[src/logic/led_ctrl_pkg.sv]
package led_ctrl_pkg;

  // ----------------------------------------------------------------
  // serial bus
  // ----------------------------------------------------------------
  localparam logic [6:0] DEV_ADDR      = 7'h53;
  localparam logic [3:0] BIT_CNT_LAST  = 4'h8;
  localparam logic [3:0] BIT_CNT_FIRST = 4'h1;

  // ----------------------------------------------------------------
  // register map
  // ----------------------------------------------------------------
  localparam int REG_COUNT   = 9;
  localparam int IDX_MODE    = 0;
  localparam int IDX_IND     = 1;
  localparam int IDX_AUX     = 2;
  localparam int IDX_LOW     = 4;
  localparam int IDX_HIGH    = 5;
  localparam int IDX_TIMEOUT = 6;

  localparam logic [7:0] REG_OFFSET [REG_COUNT] = '{
    8'h10, 8'h12, 8'h20, 8'h80, 8'hA0, 8'hB0, 8'hC0, 8'hE0, 8'hF0};
  localparam logic [7:0] REG_RESET [REG_COUNT] = '{
    8'hF8, 8'hF8, 8'h80, 8'hF8, 8'hFA, 8'hFD, 8'hEF, 8'h6A, 8'hF0};
  // writable bits; the rest always read as their reset level
  localparam logic [7:0] REG_MASK [REG_COUNT] = '{
    8'h07, 8'h07, 8'h7F, 8'h07, 8'h07, 8'h0F, 8'h3F, 8'hFF, 8'hFF};

  localparam logic [7:0] FAULT_OFFSET = 8'hD0;
  localparam logic [7:0] FAULT_RESET  = 8'h00;
  localparam logic [7:0] FAULT_MASK   = 8'hBF;

  // ----------------------------------------------------------------
  // field positions
  // ----------------------------------------------------------------
  localparam int EDGE_BIT     = 2;
  localparam int AUX1_GPIO    = 0;
  localparam int AUX1_DIR     = 1;
  localparam int AUX1_DATA    = 2;
  localparam int AUX2_GPIO    = 3;
  localparam int AUX2_DIR     = 4;
  localparam int AUX2_DATA    = 5;
  localparam int AUX2_INT     = 6;
  localparam int FLAG_TIMEOUT = 0;
  localparam int FLAG_TSD     = 1;
  localparam int FLAG_LEDF    = 2;
  localparam int FLAG_TX1     = 3;
  localparam int FLAG_TX2     = 4;
  localparam int FLAG_THERM   = 5;
  localparam int FLAG_SUPPLY  = 7;

  // ----------------------------------------------------------------
  // timing
  // ----------------------------------------------------------------
  localparam int CLK_PERIOD_NS   = 4;
  localparam int TIMEOUT_STEP_NS = 32_000_000;
  localparam int STEP_CNT_W      = 24;

  // ----------------------------------------------------------------
  // types
  // ----------------------------------------------------------------
  typedef enum logic [1:0] {
    MODE_SHUTDOWN  = 2'h0,
    MODE_INDICATOR = 2'h1,
    MODE_TORCH     = 2'h2,
    MODE_FLASH     = 2'h3
  } op_mode_e;

  typedef enum logic [3:0] {
    ST_IDLE      = 4'h0,
    ST_ADDR      = 4'h1,
    ST_ADDR_ACK  = 4'h3,
    ST_REG       = 4'h2,
    ST_REG_ACK   = 4'h6,
    ST_WDATA     = 4'h7,
    ST_WDATA_ACK = 4'h5,
    ST_RDATA     = 4'h4,
    ST_RACK      = 4'hC
  } bus_state_e;

  typedef struct packed {
    logic thermal_shutdown;
    logic led_fail;
    logic led_thermal_fault;
    logic supply_low;
  } fault_in_s;

  typedef struct packed {
    op_mode_e   mode;
    logic       flash_on;
    logic [2:0] indicator_code;
    logic [2:0] low_code;
    logic [3:0] high_code;
  } led_ctrl_s;

endpackage

[src/logic/led_sync2.sv]
`timescale 1ns/1ns
module led_sync2 #(
  parameter int WIDTH = 1
) (
  input  wire logic             core_clk,
  input  wire logic             rst,
  input  wire logic [WIDTH-1:0] d_i,
  output logic      [WIDTH-1:0] q_o
);
  logic [WIDTH-1:0] meta_q;

  always_ff @(posedge core_clk or posedge rst) begin
    if (rst) begin
      meta_q <= '0;
      q_o    <= '0;
    end else begin
      meta_q <= d_i;
      q_o    <= meta_q;
    end
  end
endmodule // led_sync2

[src/logic/led_driver_control_port.sv]
`timescale 1ns/1ns
module led_driver_control_port #(
  parameter int TIMEOUT_STEP_CYCLES =
    led_ctrl_pkg::TIMEOUT_STEP_NS / led_ctrl_pkg::CLK_PERIOD_NS
) (
  input  wire logic                   core_clk,
  input  wire logic                   rst,
  input  wire logic                   scl_i,
  input  wire logic                   sda_i,
  output logic                        sda_o,
  output logic                        sda_oe,
  input  wire logic                   trigger_i,
  input  wire logic                   aux_pin_one_i,
  output logic                        aux_pin_one_o,
  output logic                        aux_pin_one_oe,
  input  wire logic                   aux_pin_two_i,
  output logic                        aux_pin_two_o,
  output logic                        aux_pin_two_oe,
  input  wire led_ctrl_pkg::fault_in_s fault_i,
  output led_ctrl_pkg::led_ctrl_s     ctrl_o
);
  import led_ctrl_pkg::*;

  // ----------------------------------------------------------------
  // pin synchronisers and edges
  // ----------------------------------------------------------------
  logic [8:0] pin_raw;
  logic [8:0] pin_s;
  logic       scl_s, sda_s, trig_s, aux1_s, aux2_s;
  fault_in_s  fault_s;
  logic       scl_prev_q, sda_prev_q, trig_prev_q;
  logic       aux1_prev_q, aux2_prev_q;

  assign pin_raw = {fault_i, aux_pin_two_i, aux_pin_one_i, trigger_i,
                    sda_i, scl_i};

  led_sync2 #(.WIDTH(9)) u_sync (
    .core_clk (core_clk),
    .rst      (rst),
    .d_i      (pin_raw),
    .q_o      (pin_s)
  );

  assign scl_s   = pin_s[0];
  assign sda_s   = pin_s[1];
  assign trig_s  = pin_s[2];
  assign aux1_s  = pin_s[3];
  assign aux2_s  = pin_s[4];
  assign fault_s = pin_s[8:5];

  always_ff @(posedge core_clk or posedge rst) begin
    if (rst) begin
      scl_prev_q  <= 1'b0;
      sda_prev_q  <= 1'b0;
      trig_prev_q <= 1'b0;
      aux1_prev_q <= 1'b0;
      aux2_prev_q <= 1'b0;
    end else begin
      scl_prev_q  <= scl_s;
      sda_prev_q  <= sda_s;
      trig_prev_q <= trig_s;
      aux1_prev_q <= aux1_s;
      aux2_prev_q <= aux2_s;
    end
  end

  // ----------------------------------------------------------------
  // bus decode
  // ----------------------------------------------------------------
  bus_state_e state_q;
  logic [3:0] bit_cnt_q;
  logic [7:0] rx_q, tx_q, ptr_q;
  logic       rw_q, nack_q, sda_oe_q;
  logic       start_det, stop_det, scl_rise, scl_fall, byte_done;
  logic       addr_hit, load_rd, wr_stb, flag_clr, fault_hit;
  logic [7:0] rd_data;

  // the master alone makes these; the device only watches
  assign start_det = scl_s & scl_prev_q & sda_prev_q & ~sda_s;
  assign stop_det  = scl_s & scl_prev_q & ~sda_prev_q & sda_s;
  assign scl_rise  = scl_s & ~scl_prev_q;
  assign scl_fall  = ~scl_s & scl_prev_q;
  assign byte_done = scl_fall & (bit_cnt_q == BIT_CNT_LAST);
  assign addr_hit  = rx_q[7:1] == DEV_ADDR;
  assign wr_stb    = byte_done & (state_q == ST_WDATA);
  assign load_rd   = scl_fall & (((state_q == ST_ADDR_ACK) & rw_q) |
                     ((state_q == ST_RACK) & ~nack_q));
  assign fault_hit = ptr_q == FAULT_OFFSET;
  assign flag_clr  = load_rd & fault_hit;

  always_ff @(posedge core_clk or posedge rst) begin
    if (rst) begin
      state_q   <= ST_IDLE;
      bit_cnt_q <= 4'h0;
      rx_q      <= 8'h00;
      tx_q      <= 8'h00;
      ptr_q     <= 8'h00;
      rw_q      <= 1'b0;
      nack_q    <= 1'b0;
      sda_oe_q  <= 1'b0;
    end else if (start_det) begin
      state_q   <= ST_ADDR;
      bit_cnt_q <= 4'h0;
      sda_oe_q  <= 1'b0;
    end else if (stop_det) begin
      state_q  <= ST_IDLE;
      sda_oe_q <= 1'b0;
    end else begin
      // sample on rising scl, drive on falling scl
      if (scl_rise) begin
        rx_q <= {rx_q[6:0], sda_s};
        if (state_q == ST_RACK) begin
          nack_q <= sda_s;
        end
        if (state_q == ST_ADDR || state_q == ST_REG ||
            state_q == ST_WDATA) begin
          bit_cnt_q <= bit_cnt_q + 4'h1;
        end
      end
      if (load_rd) begin
        tx_q      <= {rd_data[6:0], 1'b1};
        sda_oe_q  <= ~rd_data[7];
        bit_cnt_q <= BIT_CNT_FIRST;
        state_q   <= ST_RDATA;
      end else if (scl_fall) begin
        unique case (state_q)
          ST_IDLE: begin
            sda_oe_q <= 1'b0;
          end
          ST_ADDR: begin
            if (byte_done) begin
              rw_q     <= rx_q[0];
              sda_oe_q <= addr_hit;
              state_q  <= addr_hit ? ST_ADDR_ACK : ST_IDLE;
            end
          end
          ST_ADDR_ACK: begin
            sda_oe_q  <= 1'b0;
            bit_cnt_q <= 4'h0;
            state_q   <= ST_REG;
          end
          ST_REG: begin
            if (byte_done) begin
              ptr_q    <= rx_q;
              sda_oe_q <= 1'b1;
              state_q  <= ST_REG_ACK;
            end
          end
          ST_REG_ACK: begin
            sda_oe_q  <= 1'b0;
            bit_cnt_q <= 4'h0;
            state_q   <= ST_WDATA;
          end
          ST_WDATA: begin
            if (byte_done) begin
              sda_oe_q <= 1'b1;
              state_q  <= ST_WDATA_ACK;
            end
          end
          ST_WDATA_ACK: begin
            sda_oe_q  <= 1'b0;
            bit_cnt_q <= 4'h0;
            state_q   <= ST_WDATA;
          end
          ST_RDATA: begin
            if (bit_cnt_q == BIT_CNT_LAST) begin
              sda_oe_q <= 1'b0;
              state_q  <= ST_RACK;
            end else begin
              sda_oe_q  <= ~tx_q[7];
              tx_q      <= {tx_q[6:0], 1'b1};
              bit_cnt_q <= bit_cnt_q + 4'h1;
            end
          end
          ST_RACK: begin
            sda_oe_q <= 1'b0;
            state_q  <= ST_IDLE;
          end
          default: begin
            sda_oe_q <= 1'b0;
            state_q  <= ST_IDLE;
          end
        endcase
      end
    end
  end

  assign sda_o  = 1'b0;
  assign sda_oe = sda_oe_q;

  // ----------------------------------------------------------------
  // register file
  // ----------------------------------------------------------------
  logic [7:0]     regs_q [REG_COUNT];
  logic [7:0]     flags_q, flags_set, clr_vec;
  logic [REG_COUNT-1:0] ptr_hit;
  logic [7:0]     aux_cfg, aux_rd;
  logic           flash_q, flash_start, flash_end, timeout_hit;
  logic           edge_sel, step_tick;
  op_mode_e       mode_w;

  for (genvar i = 0; i < REG_COUNT; i++) begin : g_hit
    assign ptr_hit[i] = ptr_q == REG_OFFSET[i];
  end

  assign aux_cfg = regs_q[IDX_AUX];
  // an input-mode gpio reads back the pin, not the stored bit
  assign aux_rd  = {aux_cfg[7:6],
    (aux_cfg[AUX2_GPIO] & ~aux_cfg[AUX2_DIR]) ? aux2_s
                                              : aux_cfg[AUX2_DATA],
    aux_cfg[4:3],
    (aux_cfg[AUX1_GPIO] & ~aux_cfg[AUX1_DIR]) ? aux1_s
                                              : aux_cfg[AUX1_DATA],
    aux_cfg[1:0]};

  always_comb begin
    rd_data = fault_hit ? flags_q : 8'h00;
    for (int i = 0; i < REG_COUNT; i++) begin
      if (ptr_hit[i]) begin
        rd_data = (i == IDX_AUX) ? aux_rd : regs_q[i];
      end
    end
  end

  always_ff @(posedge core_clk or posedge rst) begin
    if (rst) begin
      for (int i = 0; i < REG_COUNT; i++) begin
        regs_q[i] <= REG_RESET[i];
      end
    end else begin
      for (int i = 0; i < REG_COUNT; i++) begin
        if (wr_stb && ptr_hit[i]) begin
          regs_q[i] <= (rx_q & REG_MASK[i]) |
                       (REG_RESET[i] & ~REG_MASK[i]);
        end
      end
      if (flash_end) begin
        regs_q[IDX_MODE][1:0] <= MODE_SHUTDOWN;
      end
    end
  end

  // hardware set wins over a read-clear in the same cycle
  assign flags_set = {fault_s.supply_low, 1'b0,
    fault_s.led_thermal_fault,
    ~aux_cfg[AUX2_GPIO] & aux2_s & ~aux2_prev_q,
    ~aux_cfg[AUX1_GPIO] & aux1_s & ~aux1_prev_q,
    fault_s.led_fail, fault_s.thermal_shutdown, timeout_hit};
  assign clr_vec = {8{flag_clr}} | ({7'h00, flash_start} << FLAG_TIMEOUT);

  always_ff @(posedge core_clk or posedge rst) begin
    if (rst) begin
      flags_q <= FAULT_RESET;
    end else begin
      flags_q <= ((flags_q & ~clr_vec) | flags_set) & FAULT_MASK;
    end
  end

  // ----------------------------------------------------------------
  // flash pulse and timeout
  // ----------------------------------------------------------------
  logic [STEP_CNT_W-1:0] cyc_q;
  logic [4:0]            step_q;

  assign mode_w      = op_mode_e'(regs_q[IDX_MODE][1:0]);
  assign edge_sel    = regs_q[IDX_MODE][EDGE_BIT];
  assign step_tick   = cyc_q == STEP_CNT_W'(TIMEOUT_STEP_CYCLES - 1);
  assign timeout_hit = flash_q & step_tick &
                       (step_q == regs_q[IDX_TIMEOUT][4:0]);
  assign flash_start = ~flash_q & (mode_w == MODE_FLASH) &
    (edge_sel ? (trig_s & ~trig_prev_q) : trig_s);
  // edge mode ignores the trigger level once started
  assign flash_end   = flash_q & (timeout_hit |
                       (~edge_sel & ~trig_s));

  always_ff @(posedge core_clk or posedge rst) begin
    if (rst) begin
      flash_q <= 1'b0;
      cyc_q   <= '0;
      step_q  <= 5'h00;
    end else begin
      if (flash_start) begin
        flash_q <= 1'b1;
      end else if (flash_end || mode_w != MODE_FLASH) begin
        flash_q <= 1'b0;
      end
      if (!flash_q || step_tick) begin
        cyc_q <= '0;
      end else begin
        cyc_q <= cyc_q + 1'b1;
      end
      if (!flash_q) begin
        step_q <= 5'h00;
      end else if (step_tick) begin
        step_q <= step_q + 5'h01;
      end
    end
  end

  // ----------------------------------------------------------------
  // outputs
  // ----------------------------------------------------------------
  logic int_mode;
  assign int_mode = aux_cfg[AUX2_INT] & aux_cfg[AUX2_GPIO] &
                    aux_cfg[AUX2_DIR];

  always_ff @(posedge core_clk or posedge rst) begin
    if (rst) begin
      aux_pin_one_o  <= 1'b0;
      aux_pin_one_oe <= 1'b0;
      aux_pin_two_o  <= 1'b0;
      aux_pin_two_oe <= 1'b0;
      ctrl_o         <= '0;
    end else begin
      aux_pin_one_oe <= aux_cfg[AUX1_GPIO] & aux_cfg[AUX1_DIR];
      aux_pin_one_o  <= aux_cfg[AUX1_DATA];
      aux_pin_two_oe <= int_mode ?
        (flags_q[FLAG_THERM] | flags_q[FLAG_SUPPLY]) :
        (aux_cfg[AUX2_GPIO] & aux_cfg[AUX2_DIR]);
      aux_pin_two_o  <= ~int_mode & aux_cfg[AUX2_DATA];
      ctrl_o.mode           <= mode_w;
      ctrl_o.flash_on       <= flash_q;
      ctrl_o.indicator_code <= regs_q[IDX_IND][2:0];
      ctrl_o.low_code       <= regs_q[IDX_LOW][2:0];
      ctrl_o.high_code      <= regs_q[IDX_HIGH][3:0];
    end
  end
endmodule // led_driver_control_port

[config.mk]
export PLATFORM = sky130hd
export DESIGN_NAME = led_driver_control_port
export DESIGN_NICKNAME = d
export VERILOG_FILES = /design/src/logic/led_ctrl_pkg.sv /design/src/logic/led_sync2.sv /design/src/logic/led_driver_control_port.sv
export SDC_FILE = /design/constraint.sdc
export NUM_CORES = 1
export LEC_CHECK = 0
export ABC_CLOCK_PERIOD_IN_PS = 5700
export BUFFER_PORTS_ARGS = -buffer_cell sky130_fd_sc_hd__buf_2
export CAP_MARGIN = 20
export CELL_PAD_IN_SITES_DETAIL_PLACEMENT = 1
export CELL_PAD_IN_SITES_GLOBAL_PLACEMENT = 1
export CORE_MARGIN = 5
export CORE_UTILIZATION = 45
export CTS_CLUSTER_SIZE = 20
export DETAILED_ROUTE_END_ITERATION = 16
export HOLD_SLACK_MARGIN = 0.06
export PLACE_DENSITY = 0.72
export SLEW_MARGIN = 20
export SYNTH_ARGS = -nofsm -noshare
export SYNTH_HDL_FRONTEND = slang
export SYNTH_HIERARCHICAL = 1
export SYNTH_SLANG_ARGS = --single-unit
[constraint.sdc]
create_clock -name core_clk -period 5.7 [get_ports core_clk]
set_clock_uncertainty 0.2 [all_clocks]
set_input_delay 0.57 -clock core_clk [delete_from_list [all_inputs] [get_ports core_clk]]
set_output_delay 0.57 -clock core_clk [all_outputs]
set_load 0.01 [all_outputs]
==> flow_summary.yaml <==
status:
  status: "complete, no violations"
placed_design:
  port_buffers: 28
  place_congestion: 0.8425
  dpl.hpwl_mm: 11.79
  post-place-cells: 849
  place_area_mm2: 0.007423
  dpl_worst_slack_ns: 2.795
clock_tree:
  root_buffer: "clkbuf_16"
  cts_setup_buffers: 0
  cts.sinks: 157
  clk_latency_ns: 0.42
  path_clk_slew_ns: 0.07
  clock_path_buffers: 2
  numCtsBuffers: 17
  cts_tree: "done"
  cts-htree-levels: 4
finish:
  areaGrowthSynthToFinish_pct: 13.78
  drive_gt1_share_pct: 22.55
  design_area_mm2: 0.008098
  final_cells: 890
  layout_commonest_cell: "dfrtp_1"
  nNetsFinal: 676
  num_antenna_cells: 0
  mostFrequentLayoutCells: "140 x dfrtp_1, 70 x nor2_1, 56 x mux2_2"
  fillers: 1659
critical_path:
  cp_data_arrival_time_ns: 3.01
  path_cells: "nand2b_1, nor4_4, nor2b_1, mux2_2"
  critical_path_cell_count: 4
  path_delay_family: "simple AND/OR/NAND/NOR gates"
  critPathLaunchType: "flop"
  crit_path_max_fanout: 18
  critPathKind: "reg -> reg"
  critPathSlowestCell: "dfrtp_1"
  slowest_delay_ns: 0.80
  r2r_cells: 4
  path_buf_inv: 0
  required_ns: 5.80
  end_kind: "flop"
logic_synthesis:
  yosys.area_share.xor_xnor_pct: 4.061
  synth_top_family_by_area: "simple AND/OR/NAND/NOR gates"
  yosys_warnings: 6
  synthFlopType: "dfrtp_1"
  synth-edff-count: 0
  syn-num-nets: 645
  ys_seq_elements: 157
  synth-simple-area-share_pct: 16.44
  syn_area_mm2: 0.007117
  synthArstFlopShare_pct: 100.0
  ys_seq_area_share_pct: 55.50
  synthAdderAreaFrac_pct: 0.7032
  synthesis.instances: 630
  synthDistinctLibCells: 64
  avgSynthCellArea_um2: 11.30
  synth_mux_area_share_pct: 11.60
  synth-compound-area-share_pct: 9.318
timing:
  worst_slew_pin_slew_ns: 0.9797
  max_freq_mhz: 344.0
  max-slew-margin-rel_pct: 34.56
  tns_ns: 0
  min_period_over_period_pct: 51.00
  slew_viol_final: 0
  timing.final.ws_setup_ns: 2.793
  finalSetupViolations: 0
  rsz0062_at_grt: "no"
  finalHoldViolCount: 0
  min_period_ns: 2.907
grt:
  grt_pass1_wl_mm: 28.54
  grt_max_degree: 81
  grt_pass1_vias: 5258
  grt_usage_pct: 20.10
  overflow: 0
  grt_antenna_before_repair: 0
routing:
  via_per_inst: 5.579
  num_vias: 4965
  wirelength_mm: 17.22
  drc: 0
  wl_per_cell_um: 19.35
  drtIter0Drc: 255
  first_pass_iters: 4
  drtAntennaViolNets: 0
power_and_ir_drop:
  p_per_area_mw_per_mm2: 317.1
  irDropWorstVdd_v: 0.0002370
  cellLeakagePower_nw: 3.496
die:
  fp.dieW_um: 135.8
  die_y_um: 135.8
  fp.coreArea_mm2: 0.01571
  rows: 46
  ioPinCount: 30
  die-area_mm2: 0.01843
  initial_core_util_pct: 45.29
worst_hold_path:
  hp-class: "in -> async"
job:
  maxCapViolCount: 0
[through the flow]
step	hold slack (ns)	total power (W)	utilization [%]
3_5_place_dp	0.1364	0.001464	47.24
6_report	0.05516	0.002568	51.54
2_1_floorplan	0.1312	0.001373	-
5_1_grt	0.1338	0.002679	51.54
3_3_place_gp	0.1319	0.001446	47.24
4_1_cts	0.1066	0.002593	51.54
[registers in the layout, summed over array words and instances, names as in the netlist, 4 cells and up]
signal / count
regs_q: 35
cyc_q: 24
ctrl_o: 13
u_sync/meta_q: 9
u_sync/q_o: 9
ptr_q: 8
rx_q: 8
tx_q: 8
aux_cfg: 7
flags_q: 7
step_q: 5
bit_cnt_q: 4
state_q: 4
[power by group]
part           internal, W  total (W)  switching, W
clock             0.000661    0.00112      0.000458
sequential         0.00116    0.00128      0.000117
combinational    0.0000772   0.000171     0.0000933
total              0.00190    0.00257      0.000668
[per-layer routing]
metal  global-route usage [%]  vias up  wire length (um)
met4                    5.319        0               181
li1                         -     2289                 -
met5                        0        -                 0
met1                    27.54     2592              8078
met3                    4.235       13               491
met2                    32.72       71              8468
[worst paths after layout]
path | to | slack (ns) | start
hold / removal | aux_pin_two_o | 0.06 | rst
min in group core_clk | u_sync/q_o[8] | 0.15 | u_sync/meta_q[8]
max in group asynchronous | ptr_q[4] | 3.92 | rst
setup / recovery | aux_cfg[3] | 2.79 | ptr_q[5]
hold reg to reg | u_sync/q_o[8] | 0.15 | u_sync/meta_q[8]
setup reg to reg | aux_cfg[3] | 2.79 | ptr_q[5]
[worst register-to-register path, cell delays in order (launching register included)]
cell and delay [ns]:
dfrtp_1 0.80, nand2b_1 0.37, nor4_4 0.44, nor2b_1 0.59, mux2_2 0.41
[cells in the mapped netlist, drive strengths merged (4+ instances only)]
cell type,count,area [um^2]
o221ai,4,35.03
mux2i,15,150.1
clkbuf,13,48.80
mux2,59,675.6
ha,4,50.05
a21o,8,60.06
a21oi,22,110.1
or3,7,48.80
nand4,11,68.82
o211ai,5,37.54
dfrtp,140,3503
nor2b,12,75.07
nor4b,4,35.03
a211oi,9,67.56
inv,12,45.04
buf,13,67.56
dfstp,17,446.7
o22ai,5,31.28
xor2,19,166.4
a31oi,4,25.02
nand3,19,95.09
nand2b,10,70.06
xnor2,14,122.6
and2,5,31.28
nand2,44,165.2
o21ai,27,135.1
nor2,72,275.3
nor3,10,71.32
[layout make-up]
| class | count | area (um^2) | area share (%) |
|---|---|---|---|
| inverters | 13 | 53.80 | 0.6644 |
| well taps | 216 | 270.3 | 3.337 |
| clock buffers | 21 | 450.4 | 5.562 |
| repair buffers | 38 | 237.7 | 2.936 |
| multi-input cells | 434 | 3002 | 37.07 |
| flip-flops and latches | 157 | 3950 | 48.78 |
| clock inverters | 11 | 133.9 | 1.653 |
[cell families after synthesis]
logic type | Yosys count
XOR/XNOR | 33
multiplexers | 74
AND/OR/NAND/NOR | 221
AO/OA/AOI/OAI | 101
buffers and inverters | 39
other | 1
adder cells (fa/ha/maj) | 4
flip-flops | 157
[what timing repair did]
item / 4_1_cts / 5_1_grt
endpoints found under the hold margin: 9 / 0
hold buffers: 9 / 0
gates resized for setup: 0 / 0
Power figures use the tool's default switching activity.
